## config.mk

```make
export PLATFORM = sky130hd
export DESIGN_NAME = lsgd_port
export DESIGN_NICKNAME = d
export VERILOG_FILES = /design/src/lsgd_pin.v /design/src/lsgd_port.v
export VERILOG_INCLUDE_DIRS = /design/src
export SDC_FILE = /design/constraint.sdc
export NUM_CORES = 1
export LEC_CHECK = 0
export BUFFER_PORTS_ARGS = -buffer_cell sky130_fd_sc_hd__buf_4
export CAP_MARGIN = 20
export CORE_ASPECT_RATIO = 0.7
export CORE_MARGIN = 2
export CORE_UTILIZATION = 55
export CTS_CLUSTER_SIZE = 8
export DETAILED_ROUTE_END_ITERATION = 8
export GPL_ROUTABILITY_DRIVEN = 0
export GPL_TIMING_DRIVEN = 0
export PLACE_DENSITY_LB_ADDON = 0.15
export SLEW_MARGIN = 30
export SYNTH_ARGS = -nofsm -noshare
export SYNTH_HDL_FRONTEND = slang
export SYNTH_HIERARCHICAL = 1
export SYNTH_SLANG_ARGS = --single-unit
export TNS_END_PERCENT = 1
```

## constraint.sdc

```tcl
create_clock -name ref_clk -period 3.52 [get_ports ref_clk]
set_input_delay 0.176 -clock ref_clk [delete_from_list [all_inputs] [get_ports ref_clk]]
set_output_delay 0.176 -clock ref_clk [all_outputs]
set_load 0.01 [all_outputs]
```

## src/lsgd_map.vh

```
`ifndef LSGD_MAP_VH
`define LSGD_MAP_VH

`define LSGD_ADDR_W        3
`define LSGD_OFF_PIN_DATA  3'h0
`define LSGD_OFF_LATCH     3'h1
`define LSGD_OFF_DIR       3'h2
`define LSGD_OFF_PORT_G_DATA_AND_PULLUPS     3'h3
`define LSGD_OFF_SEGEN     3'h4
`define LSGD_OFF_CTRL      3'h5

`define LSGD_PULLUP_BIT    7
`define LSGD_CTRL_PLS_BIT  0

`define LSGD_RST_LATCH     8'h00
`define LSGD_RST_DIR       8'hff
`define LSGD_RST_PORT_G_DATA_AND_PULLUPS     8'h00
`define LSGD_RST_SEGEN     8'h00
`define LSGD_RST_CTRL      8'h00

`endif

```

## src/lsgd_pin.v

```verilog
`timescale 1ns/1ps
module lsgd_pin (
  input  wire ref_clk,
  input  wire srst,
  input  wire dir_in,
  input  wire latch_val,
  input  wire seg_en,
  input  wire seg_val,
  input  wire pls_sel,
  input  wire pls_val,
  input  wire pu_en,
  output reg  pin_o_r,
  output reg  pin_oe_r,
  output reg  seg_drive_r,
  output reg  pullup_r
);

  reg pin_o_nxt;
  reg pin_oe_nxt;

  // Segment drive owns the pin first, then the pulse output, then the port.
  always @* begin
    pin_o_nxt  = 1'b0;
    pin_oe_nxt = 1'b0;
    if (seg_en) begin
      pin_o_nxt  = 1'b0;
      pin_oe_nxt = 1'b0;
    end else if (pls_sel) begin
      pin_o_nxt  = pls_val;
      pin_oe_nxt = 1'b1;
    end else if (!dir_in) begin
      pin_o_nxt  = latch_val;
      pin_oe_nxt = 1'b1;
    end
  end

  always @(posedge ref_clk) begin
    if (srst) begin
      pin_o_r     <= 1'b0;
      pin_oe_r    <= 1'b0;
      seg_drive_r <= 1'b0;
      pullup_r    <= 1'b0;
    end else begin
      pin_o_r     <= pin_o_nxt;
      pin_oe_r    <= pin_oe_nxt;
      seg_drive_r <= seg_en ? seg_val : 1'b0;
      pullup_r    <= pu_en & ~pin_oe_nxt & ~seg_en;
    end
  end

endmodule

```

## src/lsgd_port.v

```verilog
// How it works
// - Eight pins each have a direction bit: 0 drives the pin from its latch, 1 makes it an input.
// - Reading pin data returns the pin levels; an output pin is driven from its latch bit.
// - Reset sets every direction bit so that all pins are inputs.
// - Bit 7 of the port G register enables the weak pull-ups of all eight pins.
// - A pin's pull-up is off while that pin is an output.
// - Reset clears the pull-up enable bit so all pull-ups start off.
// - A set segment enable bit hands its pin to the segment drive, ignoring direction.
// - Port input and output on a pin work only while its segment enable bit is clear.
// - Pin 0 can carry the charge pulse output, which overrides its direction bit.
// - Writing pin data or the latch register updates the output latches.
`timescale 1ns/1ps
`include "lsgd_map.vh"
module lsgd_port (
  input  wire       ref_clk,
  input  wire       srst,
  input  wire [2:0] reg_addr,
  input  wire [7:0] reg_wdata,
  input  wire       reg_wr,
  input  wire       reg_rd,
  output reg  [7:0] reg_rdata_r,
  input  wire [7:0] pin_i,
  output wire [7:0] pin_o,
  output wire [7:0] pin_oe,
  output wire [7:0] pin_pullup,
  output wire [7:0] seg_drive,
  input  wire [7:0] segment_drive_output,
  input  wire       charge_pulse_output,
  input  wire [4:0] port_g_pins_in
);

  reg  [7:0] latch_r;
  reg  [7:0] dir_r;
  reg  [7:0] port_g_data_and_pullups_r;
  reg  [7:0] segen_r;
  reg  [7:0] ctrl_r;
  reg  [7:0] rdata_nxt;
  wire       pu_en;
  wire       pls_sel;
  wire [7:0] pin_level;

  assign pu_en   = port_g_data_and_pullups_r[`LSGD_PULLUP_BIT];
  assign pls_sel = ctrl_r[`LSGD_CTRL_PLS_BIT];

  always @(posedge ref_clk) begin
    if (srst) begin
      latch_r <= `LSGD_RST_LATCH;
      dir_r   <= `LSGD_RST_DIR;
      port_g_data_and_pullups_r <= `LSGD_RST_PORT_G_DATA_AND_PULLUPS;
      segen_r <= `LSGD_RST_SEGEN;
      ctrl_r  <= `LSGD_RST_CTRL;
    end else if (reg_wr) begin
      case (reg_addr)
        `LSGD_OFF_PIN_DATA: latch_r <= reg_wdata;
        `LSGD_OFF_LATCH:    latch_r <= reg_wdata;
        `LSGD_OFF_DIR:      dir_r   <= reg_wdata;
        `LSGD_OFF_PORT_G_DATA_AND_PULLUPS:    port_g_data_and_pullups_r <= {reg_wdata[7:5], 5'h00};
        `LSGD_OFF_SEGEN:    segen_r <= reg_wdata;
        `LSGD_OFF_CTRL:     ctrl_r  <= {7'h00, reg_wdata[0]};
        default: begin
        end
      endcase
    end
  end

  // A pin owned by its segment reads as zero since its digital input is cut off.
  assign pin_level = pin_i & ~segen_r;

  always @* begin
    case (reg_addr)
      `LSGD_OFF_PIN_DATA: rdata_nxt = pin_level;
      `LSGD_OFF_LATCH:    rdata_nxt = latch_r;
      `LSGD_OFF_DIR:      rdata_nxt = dir_r;
      `LSGD_OFF_PORT_G_DATA_AND_PULLUPS:    rdata_nxt = {port_g_data_and_pullups_r[7:5], port_g_pins_in};
      `LSGD_OFF_SEGEN:    rdata_nxt = segen_r;
      `LSGD_OFF_CTRL:     rdata_nxt = ctrl_r;
      default:            rdata_nxt = 8'h00;
    endcase
  end

  always @(posedge ref_clk) begin
    if (srst) begin
      reg_rdata_r <= 8'h00;
    end else if (reg_rd) begin
      reg_rdata_r <= rdata_nxt;
    end else begin
      reg_rdata_r <= 8'h00;
    end
  end

  genvar gi;
  generate
    for (gi = 0; gi < 8; gi = gi + 1) begin : g_pin
      lsgd_pin u_pin (
        .ref_clk     (ref_clk),
        .srst        (srst),
        .dir_in      (dir_r[gi]),
        .latch_val   (latch_r[gi]),
        .seg_en      (segen_r[gi]),
        .seg_val     (segment_drive_output[gi]),
        .pls_sel     ((gi == 0) ? pls_sel : 1'b0),
        .pls_val     (charge_pulse_output),
        .pu_en       (pu_en),
        .pin_o_r     (pin_o[gi]),
        .pin_oe_r    (pin_oe[gi]),
        .seg_drive_r (seg_drive[gi]),
        .pullup_r    (pin_pullup[gi])
      );
    end
  endgenerate

endmodule

```

==> impl_metrics.tcl, run 1 <==
set metrics [dict create \
    crit_required_ps 3760 \
    yosys_register_bits 68 \
    grt_pass1_vias 2205 \
    dp_hpwl_um 4620 \
    drt-wirelength-per-cell_um 15.3 \
    antenna_left 0 \
    drv_cap 0 \
    yosys_warnings 6 \
    timing.setup.tns_ps 0 \
    max-vdd-ir-drop_uv 375 \
    num_vias 2280 \
    cts_resized 0 \
    vias_per_cell 5.17 \
    rsz0062_at_grt "no" \
    grt_pass1_wl_um 10600 \
    finalCritPeriodShare_pct 38.2 \
    yosys.area.top_type_share_pct 49.3 \
    drt_wl_total_um 6760 \
    p_leak_nw 1.69 \
    row_count 21 \
    cts_htree_levels 3 \
    cts_root_buffer "clkbuf_8" \
    dieArea_um2 5610 \
    antenna_found_initial 0 \
    area_growth_pct 34.6 \
    power-per-cell-area_nw_per_um2 469 \
    fmax_mhz 744 \
    postSynthAreaPerCell_um2 10.5 \
    clockBufferDepth 2 \
    n_fill_cell 360 \
    layout_setup_ws_ps 2180 \
    arrival_ps 1580 \
    cts_tree "done" \
    die_w_um 88.7 \
    layout_min_cycle_time_ps 1340 \
    synth_area_leaders "dfxtp_1 (49%), mux2i_1 (7.2%), nor2b_1 (5.4%)" \
    io_pins 77 \
    ys_types 36 \
    start_util_pct 57.5 \
    cts_sinks 68 \
    crit_path_start_kind "register" \
    die_height_um 63.3 \
    final_hold_viol_count 0 \
    hp-class "input pin to register" \
    drc 0 \
    tightest_slew_ps 556 \
    drtPass1Iterations 4 \
    cts_hold_buf 0 \
    io_buffers 74 \
    path_class "register to register" \
    drtIter0Drc 157 \
    post-cts-setup-buffer-count 0 \
    syn-cell-area_um2 2760 \
    final-max-slew-violation-count 0 \
    clk_latency_ps 350 \
    slew_headroom_pct 62.9 \
    synth_top_cell_by_area "dfxtp_1" \
    status "completed" \
    grt_overflow 0 \
    skew_ps 7.30 \
    cp_max_fo 6 \
    numCtsBuffers 9 \
    fp.coreArea_um2 4810 \
    grt_max_degree 28 \
    cts.clk_slew.worst_paths_ps 70 \
    syn_inst 262 \
    yosysSeqAreaShare_pct 49.3 \
    final_cells 441 \
    holdPathStages 2 \
    dp_slack_ps 1890 \
    drive_gt1_share_pct 30.1 \
    layout.nets 404 \
    placed_cells 425 \
    holdWs_ps 57.8 \
    grtUsageTotal_pct 25.7 \
    crit_path_end_kind "register" \
    diodes 0 \
    r2r_cells 3 \
    setup_violations 0 \
]
==> kinds of logic (layout without fill, tap and decap cells) <==
group,count (synthesis),count (layout),share of synthesized area (%)
muxes,29,29,13.0
and+or+nand+nor,111,111,23.4
AOI/OAI and AO/OA,35,35,10.2
other,1,21,0.136
buffers and inverters,18,108,4.03
DFF,68,68,49.3
==> sequential cells by signal, indices dropped and copies added, names as in the netlist <==
signal                     count
g_pin.u_pin/seg_drive_r        8
ctrl_r                         1
port_g_data_and_pullups_r      3
dir_r                          8
segen_r                        8
g_pin.u_pin/pin_oe_r           8
g_pin.u_pin/pin_o_r            8
reg_rdata_r                    8
latch_r                        8
g_pin.u_pin/pullup_r           8
==> per-layer routing <==
metal / track usage [%] / vias up / routed length, µm
met1: 31.6 / 1062 / 2900
met5: 0 / - / 0
met2: 41.7 / 81 / 3230
met3: 7.60 / 18 / 466
met4: 10.6 / 0 / 161
li1: - / 1119 / -
==> critical path: stages, from the launching register on <==
cell	delay, ps
dfxtp_1	440
nor2b_1	70
mux4_1	500
o211a_1	230
==> report_power, final <==
part / internal, mW / switching [mW] / total (mW)
registers: 0.792 / 0.0144 / 0.806
logic: 0.0887 / 0.0809 / 0.170
clock network: 0.472 / 0.295 / 0.767
total: 1.35 / 0.391 / 1.74
==> cells in the mapped netlist <==
cell,count
dfxtp_1,68
nor2_1,30
nor2b_1,24
mux2i_1,20
nand2_1,12
or3b_1,9
a21boi_1,8
and3_1,8
and3b_1,8
nor3_1,8
a211o_2,6
inv_1,6
mux2_2,5
a32oi_1,4
clkbuf_1,4
o211a_1,4
o21ai_0,4
a211o_1,3
a31oi_1,3
buf_4,3
mux4_1,3
nand3_1,3
a221oi_1,2
buf_2,2
buf_8,2
nand4b_1,2
nor4b_1,2
a21oi_1,1
and4bb_2,1
and4bb_4,1
buf_6,1
conb_1,1
mux4_2,1
nand2b_1,1
nor3b_1,1
or2_2,1
==> per-stage QoR <==
stage                     util (%)  power [mW]  area, µm²
after CTS                     77.4        1.75       3720
after detailed placement      72.4       0.990       3480
after floorplan                  -       0.909       2840
after global routing          77.4        1.80       3720
final                         77.4        1.74       3720
after global placement        72.4       0.986       3480
==> layout make-up <==
cell class	instances	area, µm²	area share (%)
Sequential cell	68	1360	36.6
Clock inverter	6	113	3.03
Tap cell	69	86.3	2.32
Timing Repair Buffer	74	556	14.9
Clock buffer	10	128	3.43
Multi-Input combinational cell	196	1370	36.7
Buffer	12	88.8	2.39
Inverter	6	22.5	0.605
==> final timing paths <==
path,startpoint,end,slack (ps)
min,reg_wdata[2],dir_r[2],60
min reg2reg,port_g_data_and_pullups_r[6],port_g_data_and_pullups_r[6],500
max,segen_r[1],reg_rdata_r[1],2180
max reg2reg,segen_r[1],reg_rdata_r[1],2180
==> cell usage in the layout (no fill, tap or decap), drive strengths merged, types with 3 or more instances in the layout <==
cell type  count
a31oi          3
o21ai          4
nand2         12
a32oi          4
buf           82
clkbuf        14
dfxtp         68
mux2           5
nor2          30
inv            6
bufinv         3
and3b          8
clkinv         3
and3           8
a211o          9
conb          21
nor3           8
mux2i         20
nand3          3
o211a          4
mux4           4
nor2b         24
or3b           9
a21boi         8
Power figures use the tool's default switching activity.
==> run 2: changes to the inputs <==
- CORE_UTILIZATION: 55 -> 46
- clock period: 3.52 -> 1.22 ns (I/O delays scaled with it)
==> run 2 against run 1 <==
  * Global-route usage down 4.4 points
  * Hold slack worse by 39 ps
  * Combinational power rose to 3.2 times the previous value
  * Non-clock buffer count up 21
  * Wire length up 2.6%
  * Cell count up 6.1%
  * Sequential cell count unchanged
  * Via count up 2.9%
  * Register-to-register slack worse by 2200 ps
  * Sequential share of layout area down 1.7 points
  * Final area up 6.1%
  * Clock-buffer cell count up 1
  * Critical path type unchanged
  * Critical endpoint is now reg_rdata_r[4]
==> impl_metrics.tcl, run 2 (synthesis gave the netlist of run 1 again) <==
set metrics [dict create \
    tightest_slew_ps 508 \
    io_buffers 74 \
    n_fill_cell 497 \
    holdWs_ps 18.4 \
    grtUsageTotal_pct 21.2 \
    antenna_found_initial 0 \
    endpoint "reg_rdata_r[4]" \
    hp-class "input pin to register" \
    slew_headroom_pct 66.2 \
    drt-wirelength-per-cell_um 14.8 \
    grt_overflow 0 \
    cts_htree_levels 3 \
    power-per-cell-area_nw_per_um2 1270 \
    drc 0 \
    cts.clk_slew.worst_paths_ps 70 \
    drt_wl_total_um 6940 \
    critPathTopFamily "compound AO/OA/AOI/OAI gates" \
    multi_input_area_um2 1380 \
    p_total_mw 5.02 \
    crit_path_start_kind "register" \
    grt_pass1_vias 2194 \
    die_height_um 68.8 \
    clk_latency_ps 330 \
    drtPass1Iterations 4 \
    numCtsBuffers 9 \
    final_common_cell "buf_4" \
    grt_max_degree 28 \
    drive_gt1_share_pct 32.8 \
    max-vdd-ir-drop_uv 842 \
    r2r_end "reg_rdata_r[4]" \
    p_leak_nw 1.78 \
    layout_setup_ws_ps 21.4 \
    row_count 23 \
    final-max-slew-violation-count 0 \
    area_growth_pct 42.9 \
    setup_violations 0 \
    final_hold_viol_count 0 \
    layout.area.seq_um2 1380 \
    dp_hpwl_um 4710 \
    cpPeakStageDelay_ps 370 \
    grt_pass1_wl_um 10800 \
    path_class "register to register" \
    num_vias 2347 \
    r2r_setup_slack_ps 20 \
    dp_slack_ps -293 \
    status "completed" \
    fmax_mhz 834 \
    finalCritPeriodShare_pct 98.2 \
    diodes 0 \
    layout.nets 425 \
    die_w_um 96.6 \
    rsz0062_at_grt "yes" \
    cts_root_buffer "clkbuf_8" \
    antenna_left 0 \
    timing.setup.tns_ps 0 \
    cp_max_fo 6 \
    reg2reg_from "segen_r[4]" \
    cp_slowest_cell "or3b_1" \
    arrival_ps 1460 \
    drv_cap 0 \
    cts_tree "done" \
    fp.coreArea_um2 5760 \
    crit_chain "or3b_1 -> a211o_1 -> a21oi_1" \
    start_util_pct 48.0 \
    cts_sinks 68 \
    dieArea_um2 6650 \
    crit_required_ps 1490 \
    skew_ps 5.71 \
    drtIter0Drc 115 \
    r2r_cells 3 \
    io_pins 77 \
    worst-path-stages 3 \
    critPathLaunch "segen_r[4]" \
    vias_per_cell 5.01 \
    crit_buf_inv 0 \
    clockBufferDepth 2 \
    holdCritStartpoint "reg_rd" \
    mostFrequentLayoutCells "buf_4 (81), dfxtp_1 (62), nor2_1 (30)" \
    layout_min_cycle_time_ps 1200 \
    crit_path_end_kind "register" \
]
## run 2: cell count changes in the layout (fill, tap and decap cells not counted), moves of 2 or more
cell           change
dfxtp_2            +2
nor4b_2            +2
mux4_2             +3
buf_4              +4
dfxtp_1            -6
nor4b_1            -2
dfxtp_4            +4
clkinv_4           -2
dlygate4sd3_1     +17
mux4_1             -3
## run 2: where the power goes
| part | internal, mW | total (mW) | switching (mW) |
|---|---|---|---|
| sequential | 2.28 | 2.32 | 0.0413 |
| combinational | 0.298 | 0.543 | 0.245 |
| clock | 1.35 | 2.16 | 0.803 |
| total | 3.93 | 5.02 | 1.09 |
## run 2: final cells by class
type / instances / area share (%)
Sequential cell: 68 / 34.9
Multi-Input combinational cell: 196 / 34.8
Timing Repair Buffer: 95 / 19.1
Clock buffer: 11 / 3.33
Clock inverter: 5 / 2.54
Tap cell: 75 / 2.38
Buffer: 12 / 2.28
Inverter: 6 / 0.571
## run 2: timing repair
item                                    in CTS  in global routing
gates resized for setup                     11                  9
hold endpoints to repair                    33                  0
hold buffers                                17                  0
endpoints found under the setup margin       5                 17
setup buffers                                0                  4
## run 2: how the worst min path moves through the flow
stage	cells past startpoint	to	slack (ps)
2_1_floorplan	1	g_pin[0].u_pin/pin_oe_r	140
3_3_place_gp	2	dir_r[3]	290
3_5_place_dp	2	dir_r[3]	290
4_1_cts	3	reg_rdata_r[0]	20
5_1_grt	3	reg_rdata_r[0]	30
6_report	3	reg_rdata_r[0]	20
## run 2: metal layers
layer  global-route usage, %  routed length [µm]
met2                    35.8                3360
met1                    26.9                3120
met3                    6.05                 363
met4                    7.22                  90
met5                       0                   0
## run 2: stage by stage
step | util, % | area, µm² | std cells
after floorplan | - | 2840 | 282
after global placement | 60.6 | 3490 | 431
after detailed placement | 60.6 | 3490 | 431
after CTS | 67.7 | 3900 | 464
after global routing | 68.6 | 3950 | 468
final | 68.6 | 3950 | 468
## run 2: tightest hold or removal path, delay by kind of cell
kind                   cells  cell delay (ps)
buffers and inverters      1              110
AO/OA/AOI/OAI              1               40
AND/OR/NAND/NOR            1               90
==> run 3: changes to the inputs <==
- CORE_ASPECT_RATIO: 0.7 -> 1.4
==> run 3 against run 2 <==
  * First-iteration DRC count shrank 30%
  * Power shrank 0.66%
  * Core utilization shrank 1.3 points
  * Wire length shrank 0.92%
  * Combinational power shrank 0.9%
  * Non-clock buffer count shrank 3
  * Clock skew grew 1.1 ps
  * Sequential share of layout area grew 0.29 points
  * Clock-buffer cell count is the same
  * Sequential power is essentially flat
  * Global-route usage grew 0.44 points
  * Largest power group unchanged
==> impl_metrics.tcl, run 3 (synthesis gave the netlist of run 1 again) <==
set metrics [dict create \
    cp_slowest_cell "mux4_2" \
    clockBufferDepth 2 \
    crit_chain "nor2b_1 -> mux4_2 -> o211a_1" \
    die_height_um 95.7 \
    cts.clk_slew.worst_paths_ps 70 \
    drc 0 \
    drive_gt1_share_pct 32.6 \
    mostFrequentLayoutCells "buf_4 (77), dfxtp_1 (62), nor2_1 (30)" \
    status "completed" \
    drv_cap 0 \
    layout_min_cycle_time_ps 1220 \
    power-per-cell-area_nw_per_um2 1270 \
    r2r_cells 3 \
    clk_latency_ps 350 \
    crit_buf_inv 0 \
    grt_pass1_wl_um 11000 \
    place_area_um2 3480 \
    final_cells 460 \
    crit_path_start_kind "register" \
    numCtsBuffers 9 \
    layout_setup_ws_ps 3.44 \
    r2r_end "reg_rdata_r[6]" \
    worst-path-stages 3 \
    final_hold_viol_count 0 \
    antenna_found_initial 0 \
    layout.area.seq_um2 1380 \
    diodes 0 \
    io_buffers 74 \
    grtUsageTotal_pct 21.7 \
    arrival_ps 1460 \
    cts_tree "done" \
    antenna_left 0 \
    drt-wirelength-per-cell_um 14.9 \
    switchingPower_mw 1.14 \
    n_fill_cell 483 \
    rsz0062_at_grt "yes" \
    max-vdd-ir-drop_uv 711 \
    endpoint "reg_rdata_r[6]" \
    drt_wl_total_um 6870 \
    finalCritPeriodShare_pct 99.7 \
    cts_htree_levels 3 \
    p_int_mw 3.84 \
    grt_max_degree 28 \
    dp_hpwl_um 4680 \
    final_common_cell "buf_4" \
    postLayoutCoreUtil_pct 67.2 \
    cts_sinks 68 \
    start_util_pct 47.5 \
    p_leak_nw 1.76 \
    crit_required_ps 1460 \
    multi_input_area_um2 1370 \
    cts_root_buffer "clkbuf_8" \
    fin_area_um2 3920 \
    crit_path_end_kind "register" \
    dp_slack_ps -372 \
    seqPwrFrac_pct 46.5 \
    placed_cells 426 \
    tightest_slew_ps 565 \
    layout.nets 422 \
    path_class "register to register" \
    p_sw_share_pct 22.9 \
    r2r_setup_slack_ps 3 \
    critPathLaunch "segen_r[6]" \
    reg2reg_from "segen_r[6]" \
    hp-class "input pin to register" \
    num_vias 2377 \
    final-max-slew-violation-count 0 \
    fmax_mhz 822 \
    setup_violations 0 \
    row_count 33 \
    vias_per_cell 5.17 \
    io_pins 77 \
    grt_overflow 0 \
    drtPass1Iterations 4 \
    skew_ps 6.85 \
    slew_headroom_pct 62.3 \
    fp.coreArea_um2 5820 \
    pwr-share-comb_pct 10.8 \
    drtIter0Drc 80 \
    critPathTopFamily "multiplexers" \
    die_w_um 69.5 \
    cpPeakStageDelay_ps 450 \
    grt_pass1_vias 2334 \
    cp_max_fo 6 \
    p_clk_share_pct 42.7 \
    area_growth_pct 41.7 \
    dieArea_um2 6650 \
]
[run 3: power groups by stage]
stage          logic (mW)  clock network, mW  registers [mW]
6_report            0.538               2.13            2.32
2_1_floorplan       0.240                  0            2.38
5_1_grt             0.588               2.26            2.33
3_3_place_gp        0.475                  0            2.37
4_1_cts             0.531               2.18            2.32
3_5_place_dp        0.483                  0            2.38
[run 3: worst reg2reg max path, delay by kind of cell (launching register included)]
family | cells | cell delay [ps]
simple gates | 1 | 50
mux | 1 | 450
compound gates | 1 | 220
flops | 1 | 380
[run 3: worst min-delay path by stage]
stage	start	to	cells after the start	slack, ps
CTS	charge_pulse_output	g_pin[0].u_pin/pin_o_r	3	20
global route	charge_pulse_output	g_pin[0].u_pin/pin_o_r	3	40
global placement	reg_wdata[3]	dir_r[3]	2	290
detailed placement	reg_wdata[4]	dir_r[4]	2	290
floorplan	srst	g_pin[0].u_pin/pin_oe_r	1	140
finish	charge_pulse_output	g_pin[0].u_pin/pin_o_r	3	40
[run 3: cell type report]
type / instances / area share (%)
sequential: 68 / 35.2
multi-input combinational: 196 / 34.9
buffer: 12 / 2.33
clock buffer: 11 / 3.87
clock inverter: 5 / 2.11
timing repair buffer: 92 / 18.8
inverter: 6 / 0.575
tap: 70 / 2.24
[run 3: routing by layer]
metal / share of wire, % / vias up / track usage [%]
met1: 43 / 1132 / 25.4
met3: 4.7 / 12 / 5.13
li1: - / 1157 / -
met5: 0 / - / 0
met2: 50 / 76 / 37.3
met4: 2.1 / 0 / 10.8
[run 3: timing repair]
action / 4_1_cts / 5_1_grt
gates cloned: 0 / 0
resized for setup: 9 / 11
endpoints found under the hold margin: 38 / 0
hold buffers: 18 / 0
setup endpoints to repair: 5 / 26
buffers inserted: 0 / 0
pin swaps: 0 / 1
[run 3: stage by stage]
stage	setup TNS [ps]	total power [mW]	hold slack (ps)
floorplan	0	2.62	138
global placement	-6200	2.85	289
detailed placement	-7130	2.86	290
CTS	-32.4	5.03	24.2
global route	-81.9	5.17	43.6
finish	0	4.99	38.8
